File: config.mk
export PLATFORM = sky130hd
export DESIGN_NAME = asu_uart
export DESIGN_NICKNAME = d
export VERILOG_FILES = /design/src/asu_pkg.sv /design/src/asu_fifo.sv /design/src/asu_uart.sv
export VERILOG_INCLUDE_DIRS = /design/src
export SDC_FILE = /design/constraint.sdc
export NUM_CORES = 1
export LEC_CHECK = 0
export BUFFER_PORTS_ARGS = -buffer_cell sky130_fd_sc_hd__clkbuf_2
export CELL_PAD_IN_SITES_DETAIL_PLACEMENT = 1
export CELL_PAD_IN_SITES_GLOBAL_PLACEMENT = 1
export CORE_MARGIN = 2
export CORE_UTILIZATION = 47
export DETAILED_ROUTE_END_ITERATION = 12
export PLACE_DENSITY = 0.81
export SETUP_SLACK_MARGIN = 0.3
export SLEW_MARGIN = 20
export SYNTH_ARGS = -nofsm -noshare
export SYNTH_HDL_FRONTEND = slang
export SYNTH_SLANG_ARGS = --single-unit
File: constraint.sdc
create_clock -name clk -period 3.6 [get_ports clk]
set_input_delay 0.9 -clock clk [delete_from_list [all_inputs] [get_ports clk]]
set_output_delay 0.9 -clock clk [all_outputs]
set_load 0.02 [all_outputs]
File: src/asu_map.svh
`ifndef ASU_MAP_SVH
`define ASU_MAP_SVH

// ----------------------------------------
// Mode codes
// ----------------------------------------
`define ASU_MODE_OFF    3'h0
`define ASU_MODE_7BIT   3'h4
`define ASU_MODE_8BIT   3'h5
`define ASU_MODE_9BIT   3'h6

// ----------------------------------------
// Timing
// ----------------------------------------
`define ASU_OVERSAMPLE  5'h10
`define ASU_SAMPLE_MID  4'h7
`define ASU_CLK_HZ      10000000
`define ASU_FIFO_DEPTH  8

`endif

File: src/asu_pkg.sv
package asu_pkg;
  typedef enum logic [1:0] {ASU_TX_IDLE, ASU_TX_START, ASU_TX_BITS, ASU_TX_STOP} asu_tx_e;
  typedef enum logic [1:0] {ASU_RX_IDLE, ASU_RX_START, ASU_RX_BITS, ASU_RX_STOP} asu_rx_e;
  typedef logic [8:0] asu_char_t;
endpackage

File: src/asu_fifo.sv
`timescale 1ns/100ps
module asu_fifo #(
  parameter int WIDTH = 9,
  parameter int DEPTH = 8
) (
  // Clock and reset
  input  wire logic             clk,
  input  wire logic             nrst,
  // Fill side
  input  wire logic             in_valid,
  output logic                  in_ready,
  input  wire logic [WIDTH-1:0] in_data,
  // Drain side
  output logic                  out_valid,
  input  wire logic             out_ready,
  output logic      [WIDTH-1:0] out_data
);
  localparam int AW = $clog2(DEPTH);
  logic [WIDTH-1:0] mem [DEPTH];
  logic [AW-1:0]    wr_ptr;
  logic [AW-1:0]    rd_ptr;
  logic [AW:0]      count;
  logic             push;
  logic             pop;

  assign in_ready  = (count != (AW+1)'(DEPTH)) ? 1'b1 : 1'b0;
  assign out_valid = (count != '0);
  assign push      = in_valid & in_ready;
  assign pop       = out_valid & out_ready;
  assign out_data  = mem[rd_ptr];

  always_ff @(posedge clk) begin
    if (push) begin
      mem[wr_ptr] <= in_data;
    end
  end

  always_ff @(posedge clk or negedge nrst) begin
    if (!nrst) begin
      wr_ptr <= '0;
      rd_ptr <= '0;
      count  <= '0;
    end else begin
      if (push) begin
        wr_ptr <= (wr_ptr == AW'(DEPTH-1)) ? '0 : wr_ptr + 1'b1;
      end
      if (pop) begin
        rd_ptr <= (rd_ptr == AW'(DEPTH-1)) ? '0 : rd_ptr + 1'b1;
      end
      count <= count + (AW+1)'(push) - (AW+1)'(pop);
    end
  end
endmodule // asu_fifo

File: src/asu_uart.sv
`timescale 1ns/100ps
`include "asu_map.svh"

module asu_uart (
  // Clock and reset
  input  wire logic                  clk,
  input  wire logic                  nrst,
  // Configuration
  input  wire logic [2:0]            serial_mode_field,
  input  wire logic                  clock_source_select,
  input  wire logic                  internal_tap_tick,
  input  wire logic [7:0]            baud_divisor,
  input  wire logic                  stop_bit_select,
  input  wire logic                  parity_enable,
  input  wire logic                  parity_odd_even_select,
  input  wire logic                  pin_polarity_invert,
  input  wire logic                  data_logic_invert,
  input  wire logic                  bit_order_select,
  input  wire logic                  open_drain_select,
  input  wire logic                  rx_filter_enable,
  input  wire logic                  handshake_disable,
  input  wire logic                  handshake_select,
  input  wire logic                  tx_irq_source_select,
  input  wire logic                  transmit_enable,
  input  wire logic                  rx_enable,
  // Transmit data
  input  wire logic                  tx_valid,
  output logic                       tx_ready,
  input  wire asu_pkg::asu_char_t    transmit_buffer,
  output logic                       tx_buffer_empty_flag,
  output logic                       tx_shift_empty,
  // Receive data
  output asu_pkg::asu_char_t         receive_buffer,
  output logic                       rx_complete_flag,
  input  wire logic                  rx_read,
  output logic                       overrun_flag,
  output logic                       framing_error_flag,
  output logic                       parity_error_flag,
  output logic                       error_sum_flag,
  // Interrupt requests
  output logic                       tx_irq,
  output logic                       rx_irq_control,
  // Pins
  output logic                       serial_out_pin_o,
  output logic                       serial_out_pin_oe,
  input  wire logic                  serial_in_pin,
  input  wire logic                  transfer_clock_pin,
  input  wire logic                  handshake_pin_i,
  output logic                       handshake_pin_o,
  output logic                       handshake_pin_oe
);
  import asu_pkg::*;

  // ----------------------------------------
  // Pin synchronisers
  // ----------------------------------------
  logic [2:0] rxd_sync;
  logic [2:0] clk_sync;
  logic [2:0] cts_sync;
  logic       rxd_s;
  logic       clkp_s;
  logic       cts_s;

  always_ff @(posedge clk or negedge nrst) begin
    if (!nrst) begin
      rxd_sync <= 3'h7;
      clk_sync <= 3'h7;
      cts_sync <= 3'h7;
      rxd_s    <= 1'b1;
      clkp_s   <= 1'b1;
      cts_s    <= 1'b1;
    end else begin
      rxd_sync <= {rxd_sync[1:0], serial_in_pin};
      clk_sync <= {clk_sync[1:0], transfer_clock_pin};
      cts_sync <= {cts_sync[1:0], handshake_pin_i};
      if (rxd_sync[1] == rxd_sync[2]) begin
        rxd_s <= rxd_sync[2];
      end
      if (clk_sync[1] == clk_sync[2]) begin
        clkp_s <= clk_sync[2];
      end
      if (cts_sync[1] == cts_sync[2]) begin
        cts_s <= cts_sync[2];
      end
    end
  end

  logic clkp_d;
  logic clkp_rise;
  logic clkp_fall;
  always_ff @(posedge clk or negedge nrst) begin
    if (!nrst) begin
      clkp_d <= 1'b1;
    end else begin
      clkp_d <= clkp_s;
    end
  end
  assign clkp_rise = clkp_s & ~clkp_d;
  assign clkp_fall = ~clkp_s & clkp_d;

  // ----------------------------------------
  // Mode decode
  // ----------------------------------------
  logic       mode_on;
  logic [3:0] nbits;
  logic       msb_first;
  assign mode_on = (serial_mode_field == `ASU_MODE_7BIT) |
                   (serial_mode_field == `ASU_MODE_8BIT) |
                   (serial_mode_field == `ASU_MODE_9BIT);
  always_comb begin
    unique case (serial_mode_field)
      `ASU_MODE_7BIT: nbits = 4'h7;
      `ASU_MODE_9BIT: nbits = 4'h9;
      default:        nbits = 4'h8;
    endcase
  end
  assign msb_first = bit_order_select & (serial_mode_field == `ASU_MODE_8BIT);

  // ----------------------------------------
  // Baud divider: source tick / (n+1) = 16x tick
  // ----------------------------------------
  logic       src_tick;
  logic [7:0] brg_cnt;
  logic       os_tick;
  assign src_tick = clock_source_select ? clkp_rise : internal_tap_tick;

  always_ff @(posedge clk or negedge nrst) begin
    if (!nrst) begin
      brg_cnt <= 8'h00;
      os_tick <= 1'b0;
    end else begin
      os_tick <= 1'b0;
      if (!mode_on) begin
        brg_cnt <= baud_divisor;
      end else if (src_tick) begin
        if (brg_cnt == 8'h00) begin
          brg_cnt <= baud_divisor;
          os_tick <= 1'b1;
        end else begin
          brg_cnt <= brg_cnt - 8'h01;
        end
      end
    end
  end

  // ----------------------------------------
  // Receive filter on the 16x tick
  // ----------------------------------------
  logic [2:0] flt;
  logic       flt_out;
  logic       rx_line;
  always_ff @(posedge clk or negedge nrst) begin
    if (!nrst) begin
      flt     <= 3'h7;
      flt_out <= 1'b1;
    end else if (os_tick) begin
      flt <= {flt[1:0], rxd_s};
      if (flt[1:0] == {2{rxd_s}} && flt[1] == rxd_s) begin
        flt_out <= rxd_s;
      end
    end
  end
  assign rx_line = (rx_filter_enable ? flt_out : rxd_s) ^ pin_polarity_invert;

  // ----------------------------------------
  // Transmit buffer FIFO
  // ----------------------------------------
  logic      fifo_valid;
  logic      fifo_pop;
  asu_char_t fifo_data;
  asu_fifo #(.WIDTH(9), .DEPTH(`ASU_FIFO_DEPTH)) u_fifo (
    .clk       (clk),
    .nrst      (nrst),
    .in_valid  (tx_valid),
    .in_ready  (tx_ready),
    .in_data   (transmit_buffer),
    .out_valid (fifo_valid),
    .out_ready (fifo_pop),
    .out_data  (fifo_data)
  );
  assign tx_buffer_empty_flag = ~fifo_valid;

  // ----------------------------------------
  // Transmitter
  // ----------------------------------------
  asu_tx_e   tx_st;
  asu_char_t tx_sh;
  logic [3:0] tx_os;
  logic [3:0] tx_cnt;
  logic      tx_par;
  logic      tx_bit;
  logic      cts_on;
  logic      tx_go;
  logic      tx_end;
  logic [3:0] tx_last;

  assign cts_on = ~handshake_disable & ~handshake_select;
  assign tx_go  = mode_on & transmit_enable & fifo_valid &
                  (~cts_on | ~cts_s);
  assign tx_last = nbits + {3'h0, parity_enable};
  assign fifo_pop = (tx_st == ASU_TX_IDLE) & tx_go;

  always_ff @(posedge clk or negedge nrst) begin
    if (!nrst) begin
      tx_st  <= ASU_TX_IDLE;
      tx_sh  <= 9'h000;
      tx_os  <= 4'h0;
      tx_cnt <= 4'h0;
      tx_par <= 1'b0;
      tx_bit <= 1'b1;
      tx_end <= 1'b0;
    end else begin
      tx_end <= 1'b0;
      if (!mode_on) begin
        tx_st  <= ASU_TX_IDLE;
        tx_bit <= 1'b1;
      end else begin
        unique case (tx_st)
          ASU_TX_IDLE: begin
            tx_bit <= 1'b1;
            if (tx_go) begin
              tx_sh  <= data_logic_invert ? ~fifo_data : fifo_data;
              tx_st  <= ASU_TX_START;
              tx_os  <= 4'h0;
              tx_bit <= 1'b0;
            end
          end
          ASU_TX_START: if (os_tick) begin
            tx_os <= tx_os + 4'h1;
            if (tx_os == 4'hF) begin
              tx_st  <= ASU_TX_BITS;
              tx_cnt <= 4'h0;
              tx_bit <= msb_first ? tx_sh[7] : tx_sh[0];
              tx_par <= (msb_first ? tx_sh[7] : tx_sh[0]) ^ ~parity_odd_even_select;
            end
          end
          ASU_TX_BITS: if (os_tick) begin
            tx_os <= tx_os + 4'h1;
            if (tx_os == 4'hF) begin
              tx_cnt <= tx_cnt + 4'h1;
              if (tx_cnt + 4'h1 == tx_last) begin
                tx_st  <= ASU_TX_STOP;
                tx_cnt <= 4'h0;
                tx_bit <= 1'b1;
              end else if (tx_cnt + 4'h1 == nbits) begin
                tx_bit <= tx_par;
              end else begin
                if (msb_first) begin
                  tx_sh  <= {tx_sh[8], tx_sh[6:0], 1'b0};
                  tx_bit <= tx_sh[6];
                  tx_par <= tx_par ^ tx_sh[6];
                end else begin
                  tx_sh  <= {1'b0, tx_sh[8:1]};
                  tx_bit <= tx_sh[1];
                  tx_par <= tx_par ^ tx_sh[1];
                end
              end
            end
          end
          ASU_TX_STOP: if (os_tick) begin
            tx_os <= tx_os + 4'h1;
            if (tx_os == 4'hF) begin
              if (stop_bit_select && tx_cnt == 4'h0) begin
                tx_cnt <= 4'h1;
              end else begin
                tx_st  <= ASU_TX_IDLE;
                tx_end <= 1'b1;
              end
            end
          end
          default: tx_st <= ASU_TX_IDLE;
        endcase
      end
    end
  end

  assign tx_shift_empty = (tx_st == ASU_TX_IDLE);
  assign tx_irq = tx_irq_source_select ? tx_end : fifo_pop;

  always_ff @(posedge clk or negedge nrst) begin
    if (!nrst) begin
      serial_out_pin_o  <= 1'b1;
      serial_out_pin_oe <= 1'b0;
    end else begin
      serial_out_pin_o  <= tx_bit ^ pin_polarity_invert;
      serial_out_pin_oe <= mode_on &
                           ~(open_drain_select & (tx_bit ^ pin_polarity_invert));
    end
  end

  // ----------------------------------------
  // Receiver
  // ----------------------------------------
  asu_rx_e    rx_st;
  asu_char_t  rx_sh;
  logic [3:0] rx_os;
  logic [3:0] rx_cnt;
  logic       rx_par;
  logic       rx_ferr;
  logic       rx_ovr_chk;
  logic       rx_done;
  logic       mid;
  assign mid = os_tick & (rx_os == `ASU_SAMPLE_MID);

  always_ff @(posedge clk or negedge nrst) begin
    if (!nrst) begin
      rx_st   <= ASU_RX_IDLE;
      rx_sh   <= 9'h000;
      rx_os   <= 4'h0;
      rx_cnt  <= 4'h0;
      rx_par  <= 1'b0;
      rx_ferr <= 1'b0;
      rx_done <= 1'b0;
      rx_ovr_chk <= 1'b0;
    end else begin
      rx_done    <= 1'b0;
      rx_ovr_chk <= 1'b0;
      if (os_tick) begin
        rx_os <= rx_os + 4'h1;
      end
      if (!mode_on || !rx_enable) begin
        rx_st <= ASU_RX_IDLE;
      end else begin
        unique case (rx_st)
          ASU_RX_IDLE: if (os_tick && !rx_line) begin
            rx_st <= ASU_RX_START;
            rx_os <= 4'h1;
          end
          ASU_RX_START: if (mid) begin
            if (rx_line) begin
              rx_st <= ASU_RX_IDLE;
            end else begin
              rx_st   <= ASU_RX_BITS;
              rx_cnt  <= 4'h0;
              rx_sh   <= 9'h000;
              rx_par  <= ~parity_odd_even_select;
              rx_ferr <= 1'b0;
            end
          end
          ASU_RX_BITS: if (mid) begin
            rx_cnt <= rx_cnt + 4'h1;
            rx_par <= rx_par ^ rx_line;
            if (rx_cnt < nbits) begin
              if (msb_first) begin
                rx_sh <= {1'b0, rx_sh[6:0], rx_line};
              end else begin
                rx_sh[rx_cnt] <= rx_line;
              end
            end
            if (rx_cnt + 4'h1 == tx_last) begin
              rx_st  <= ASU_RX_STOP;
              rx_cnt <= 4'h0;
              rx_ovr_chk <= ~stop_bit_select;
            end
          end
          ASU_RX_STOP: if (mid) begin
            if (!rx_line) begin
              rx_ferr <= 1'b1;
            end
            if (stop_bit_select && rx_cnt == 4'h0) begin
              rx_cnt     <= 4'h1;
              rx_ovr_chk <= 1'b1;
            end else begin
              rx_st   <= ASU_RX_IDLE;
              rx_done <= 1'b1;
            end
          end
          default: rx_st <= ASU_RX_IDLE;
        endcase
      end
    end
  end

  // ----------------------------------------
  // Receive buffer and flags
  // ----------------------------------------
  logic ovr_now;
  assign ovr_now = rx_ovr_chk & rx_complete_flag & ~rx_read;
  assign error_sum_flag = overrun_flag | framing_error_flag | parity_error_flag;

  always_ff @(posedge clk or negedge nrst) begin
    if (!nrst) begin
      receive_buffer     <= 9'h000;
      rx_complete_flag   <= 1'b0;
      overrun_flag       <= 1'b0;
      framing_error_flag <= 1'b0;
      parity_error_flag  <= 1'b0;
      rx_irq_control     <= 1'b0;
    end else begin
      rx_irq_control <= 1'b0;
      if (!mode_on) begin
        overrun_flag       <= 1'b0;
        framing_error_flag <= 1'b0;
        parity_error_flag  <= 1'b0;
        rx_complete_flag   <= 1'b0;
      end else begin
        if (rx_done) begin
          receive_buffer     <= data_logic_invert ? ~rx_sh : rx_sh;
          framing_error_flag <= rx_ferr;
          parity_error_flag  <= parity_enable & rx_par;
        end
        if (ovr_now) begin
          overrun_flag <= 1'b1;
        end
        if (rx_done) begin
          rx_complete_flag <= 1'b1;
          rx_irq_control   <= ~(overrun_flag | ovr_now);
        end else if (rx_read) begin
          rx_complete_flag <= 1'b0;
        end
      end
    end
  end

  // ----------------------------------------
  // Handshake pin
  // ----------------------------------------
  logic rts_low;
  logic rts_hold;
  // Stays high after a clock fall until the buffer is read or the receiver is off
  always_ff @(posedge clk or negedge nrst) begin
    if (!nrst) begin
      rts_hold <= 1'b0;
    end else if (clkp_fall) begin
      rts_hold <= 1'b1;
    end else if (rx_read || !mode_on || !rx_enable) begin
      rts_hold <= 1'b0;
    end
  end
  always_ff @(posedge clk or negedge nrst) begin
    if (!nrst) begin
      rts_low <= 1'b0;
    end else if (clkp_fall) begin
      rts_low <= 1'b0;
    end else if (mode_on && rx_enable && !rx_complete_flag && !rts_hold) begin
      rts_low <= 1'b1;
    end else begin
      rts_low <= 1'b0;
    end
  end
  assign handshake_pin_o  = ~rts_low;
  assign handshake_pin_oe = ~handshake_disable & handshake_select;
endmodule // asu_uart

==> results.cfg <==
[drt]
met2_length_um = 10600
drc = 0
drt_first_pass_iters = 4
ant_nets = 0
wl_met3_um = 573
drtIter0Drc = 263
routedWlPerCell_um = 19.1
top_layer_used = met4
wl_met1_um = 8480
vias_per_cell = 5.70
vias = 5958
routed_wl_um = 20000

[clock_network]
clk_latency_ns = 0.43
cts_buffers = 17
cts-root-buf = clkbuf_16
htreeDepth = 4
post_cts_resize_count = 0
cts_sinks = 170
clk_path_buf_depth = 2
clk_pin_slew_ns = 0.07
cts_tree = done
cts_hold_buf = 0
cts_setup_buffers = 0

[global_route]
antenna_found_initial = 0
grt_pass1_vias = 6582
grt_pass1_wl_um = 33200
grt_overflow = 0
grt_max_degree = 84
track_usage_pct = 21.7

[pwr]
p_leak_nw = 3.98
ir_worst_vdd_mv = 0.493
power.total_mw = 6.00
pwr_density_cell_nw_per_um2 = 618

[floorplanning]
fp.dieW_um = 138
initial_core_util_pct = 47.5
core_um2 = 17800
fp.dieArea_um2 = 19100
die_height_um = 138
pin_count = 65
fp-row-count = 49

[setup_path]
critical_path_class = flip-flop to output port
r2r_end = u_fifo.count[1]$_DFF_PN0_
cp-start-kind = flip-flop
critPathArrivalTime_ns = 2.24
crit_fanout = 4
crit_start = u_fifo.count[2]$_DFF_PN0_
crit_end = tx_irq
required_ns = 2.70
worst_setup_path_end_kind = output port
r2r-start = u_fifo.count[2]$_DFF_PN0_
rr_worst_depth = 13
reg2reg_setup_slack_ns = 0.82

[placement]
portBuffers = 64
dp_hpwl_um = 14100
place_ws_ns = 0.276
dpl.cell_count = 1014
routabilityCongestion = 0.859

[timing]
slew_headroom_pct = 39.2
worstMarginPinSlew_ns = 0.912
finalHoldViolCount = 0
final.setup.tns_ns = 0
fin_ws_ns = 0.455
rsz0062_at_grt = no
finalCritPeriodShare_pct = 87.4
holdWs_ns = 0.358
fmax_mhz = 318
fin_skew_ns = 0.00935
slew_viol_final = 0
setup_viol_count_final = 0
period_needed_ns = 3.14

[synth]
synthArstFlopShare_pct = 57.6
netlist_area_um2 = 8450
synthCells = 727
synth_warnings = 0
synth-seq-cells = 170
synth_cell_types = 65
synth-edff-count = 72
synth_nets = 803
synth_ff_type = dfrtp_1
synth.avg_cell_area_um2 = 11.6
yosysSeqAreaShare_pct = 54.9

[hold_path]
hold_class = flip-flop to flip-flop
min-delay-start = rxd_sync[0]$_DFF_PN1_

[run_status]
status = complete, no violations

[layout]
synthToLayoutAreaGrowth_pct = 14.9
drive_gt1_share_pct = 21.4
fin_nets = 880
stdcell_count = 1046
diodes = 0

[job]
drv_cap = 0
## synth_stat cells, types with 8 or more instances
| cell type | count | area (um^2) |
|---|---|---|
| a31oi_1 | 16 | 100 |
| ha_1 | 33 | 413 |
| o21ai_0 | 30 | 150 |
| inv_1 | 36 | 135 |
| edfxtp_1 | 72 | 2160 |
| mux4_2 | 18 | 405 |
| o31ai_1 | 8 | 60.1 |
| a21o_1 | 10 | 75.1 |
| dfrtp_1 | 80 | 2000 |
| nor3_1 | 19 | 95.1 |
| a21oi_1 | 51 | 255 |
| mux2i_1 | 18 | 180 |
| xor2_1 | 10 | 87.6 |
| nand2_1 | 64 | 240 |
| nand3_1 | 16 | 80.1 |
| clkbuf_1 | 21 | 78.8 |
| nand2b_1 | 10 | 62.6 |
| nor2_1 | 63 | 236 |
| nor2b_1 | 8 | 50.1 |
| dfstp_2 | 18 | 473 |
| xnor2_1 | 28 | 245 |
| mux2_2 | 15 | 169 |
## state kept, by name, indices dropped and copies added, names as in the netlist, 4 cells and up
signal	count
receive_buffer	9
u_fifo.mem	72
rx_cnt	4
u_fifo.count	4
rx_os	4
tx_cnt	4
tx_sh	9
tx_os	4
rx_sh	9
brg_cnt	8
## where the power goes
group / internal, mW / total, mW / switching (mW)
logic: 0.754 / 1.56 / 0.806
clock network: 1.03 / 1.81 / 0.784
registers: 2.35 / 2.63 / 0.277
total: 4.13 / 6.00 / 1.87
## cell type report
class	instances	area (um^2)
clock buffer	21	514
clock inverter	11	78.8
fill	1870	8070
inverter	36	135
multi-input combinational	494	3580
sequential	170	4640
tap	229	287
timing repair buffer	85	484
## how the worst min path moves through the flow
stage,to,slack (ns),depth (start not counted)
after global routing,cts_sync[1]$_DFF_PN1_,0.36,0
after global placement,clk_sync[1]$_DFF_PN1_,0.35,0
after detailed placement,cts_sync[1]$_DFF_PN1_,0.35,0
after floorplan,clk_sync[1]$_DFF_PN1_,0.35,0
after CTS,cts_sync[1]$_DFF_PN1_,0.35,0
final,rxd_sync[1]$_DFF_PN1_,0.36,0
## cells in the final DEF (no fill, tap or decap), drive strengths merged, types with 4 or more instances in the layout
cell	netlist	layout
mux2i	19	19
and3	5	5
edfxtp	72	72
a21o	10	10
a31oi	16	16
nand2	64	64
dfstp	18	18
nor2	63	63
ha	33	33
nand2b	10	10
dfrtp	80	80
clkbuf	21	84
nor2b	8	8
nand3	16	16
mux2	15	15
xor2	10	10
nor4	4	4
mux4	18	18
and2	5	5
nand4	5	5
o31ai	8	8
a21oi	51	51
buf	6	22
inv	36	41
clkinv	0	6
nor3	19	19
xnor2	28	28
o211ai	6	6
o21ai	31	31
## per-stage QoR
stage	util, %	area, um^2
floorplan	-	8450
finish	54.6	9710
global placement	51.3	9120
global route	54.6	9710
detailed placement	51.3	9120
CTS	54.6	9710
## routing by layer
layer,GRT usage (%),vias up
met5,0,-
met4,8.65,0
met3,3.78,34
met2,38.5,93
met1,26.3,3032
li1,-,2799
## kinds of logic after synthesis
group                    Yosys count  synth area share [%]
adder cells (fa/ha/maj)           37                  5.48
AND/OR/NAND/NOR                  218                  12.4
buffers and inverters             63                  2.81
multiplexers                      52                  9.09
flip-flops                       170                  54.9
AO/OA/AOI/OAI                    149                  11.5
XOR/XNOR                          38                  3.94
## worst max-delay path, stage by stage, from the launching register on
cell,delay (ns)
dfrtp_1,0.33
inv_1,0.08
ha_1,0.21
nor3b_1,0.15
a211oi_1,0.25
buf_4,0.18
nand2_1,0.13
o31ai_1,0.27
clkbuf_2,0.22
Power figures use the tool's default switching activity.
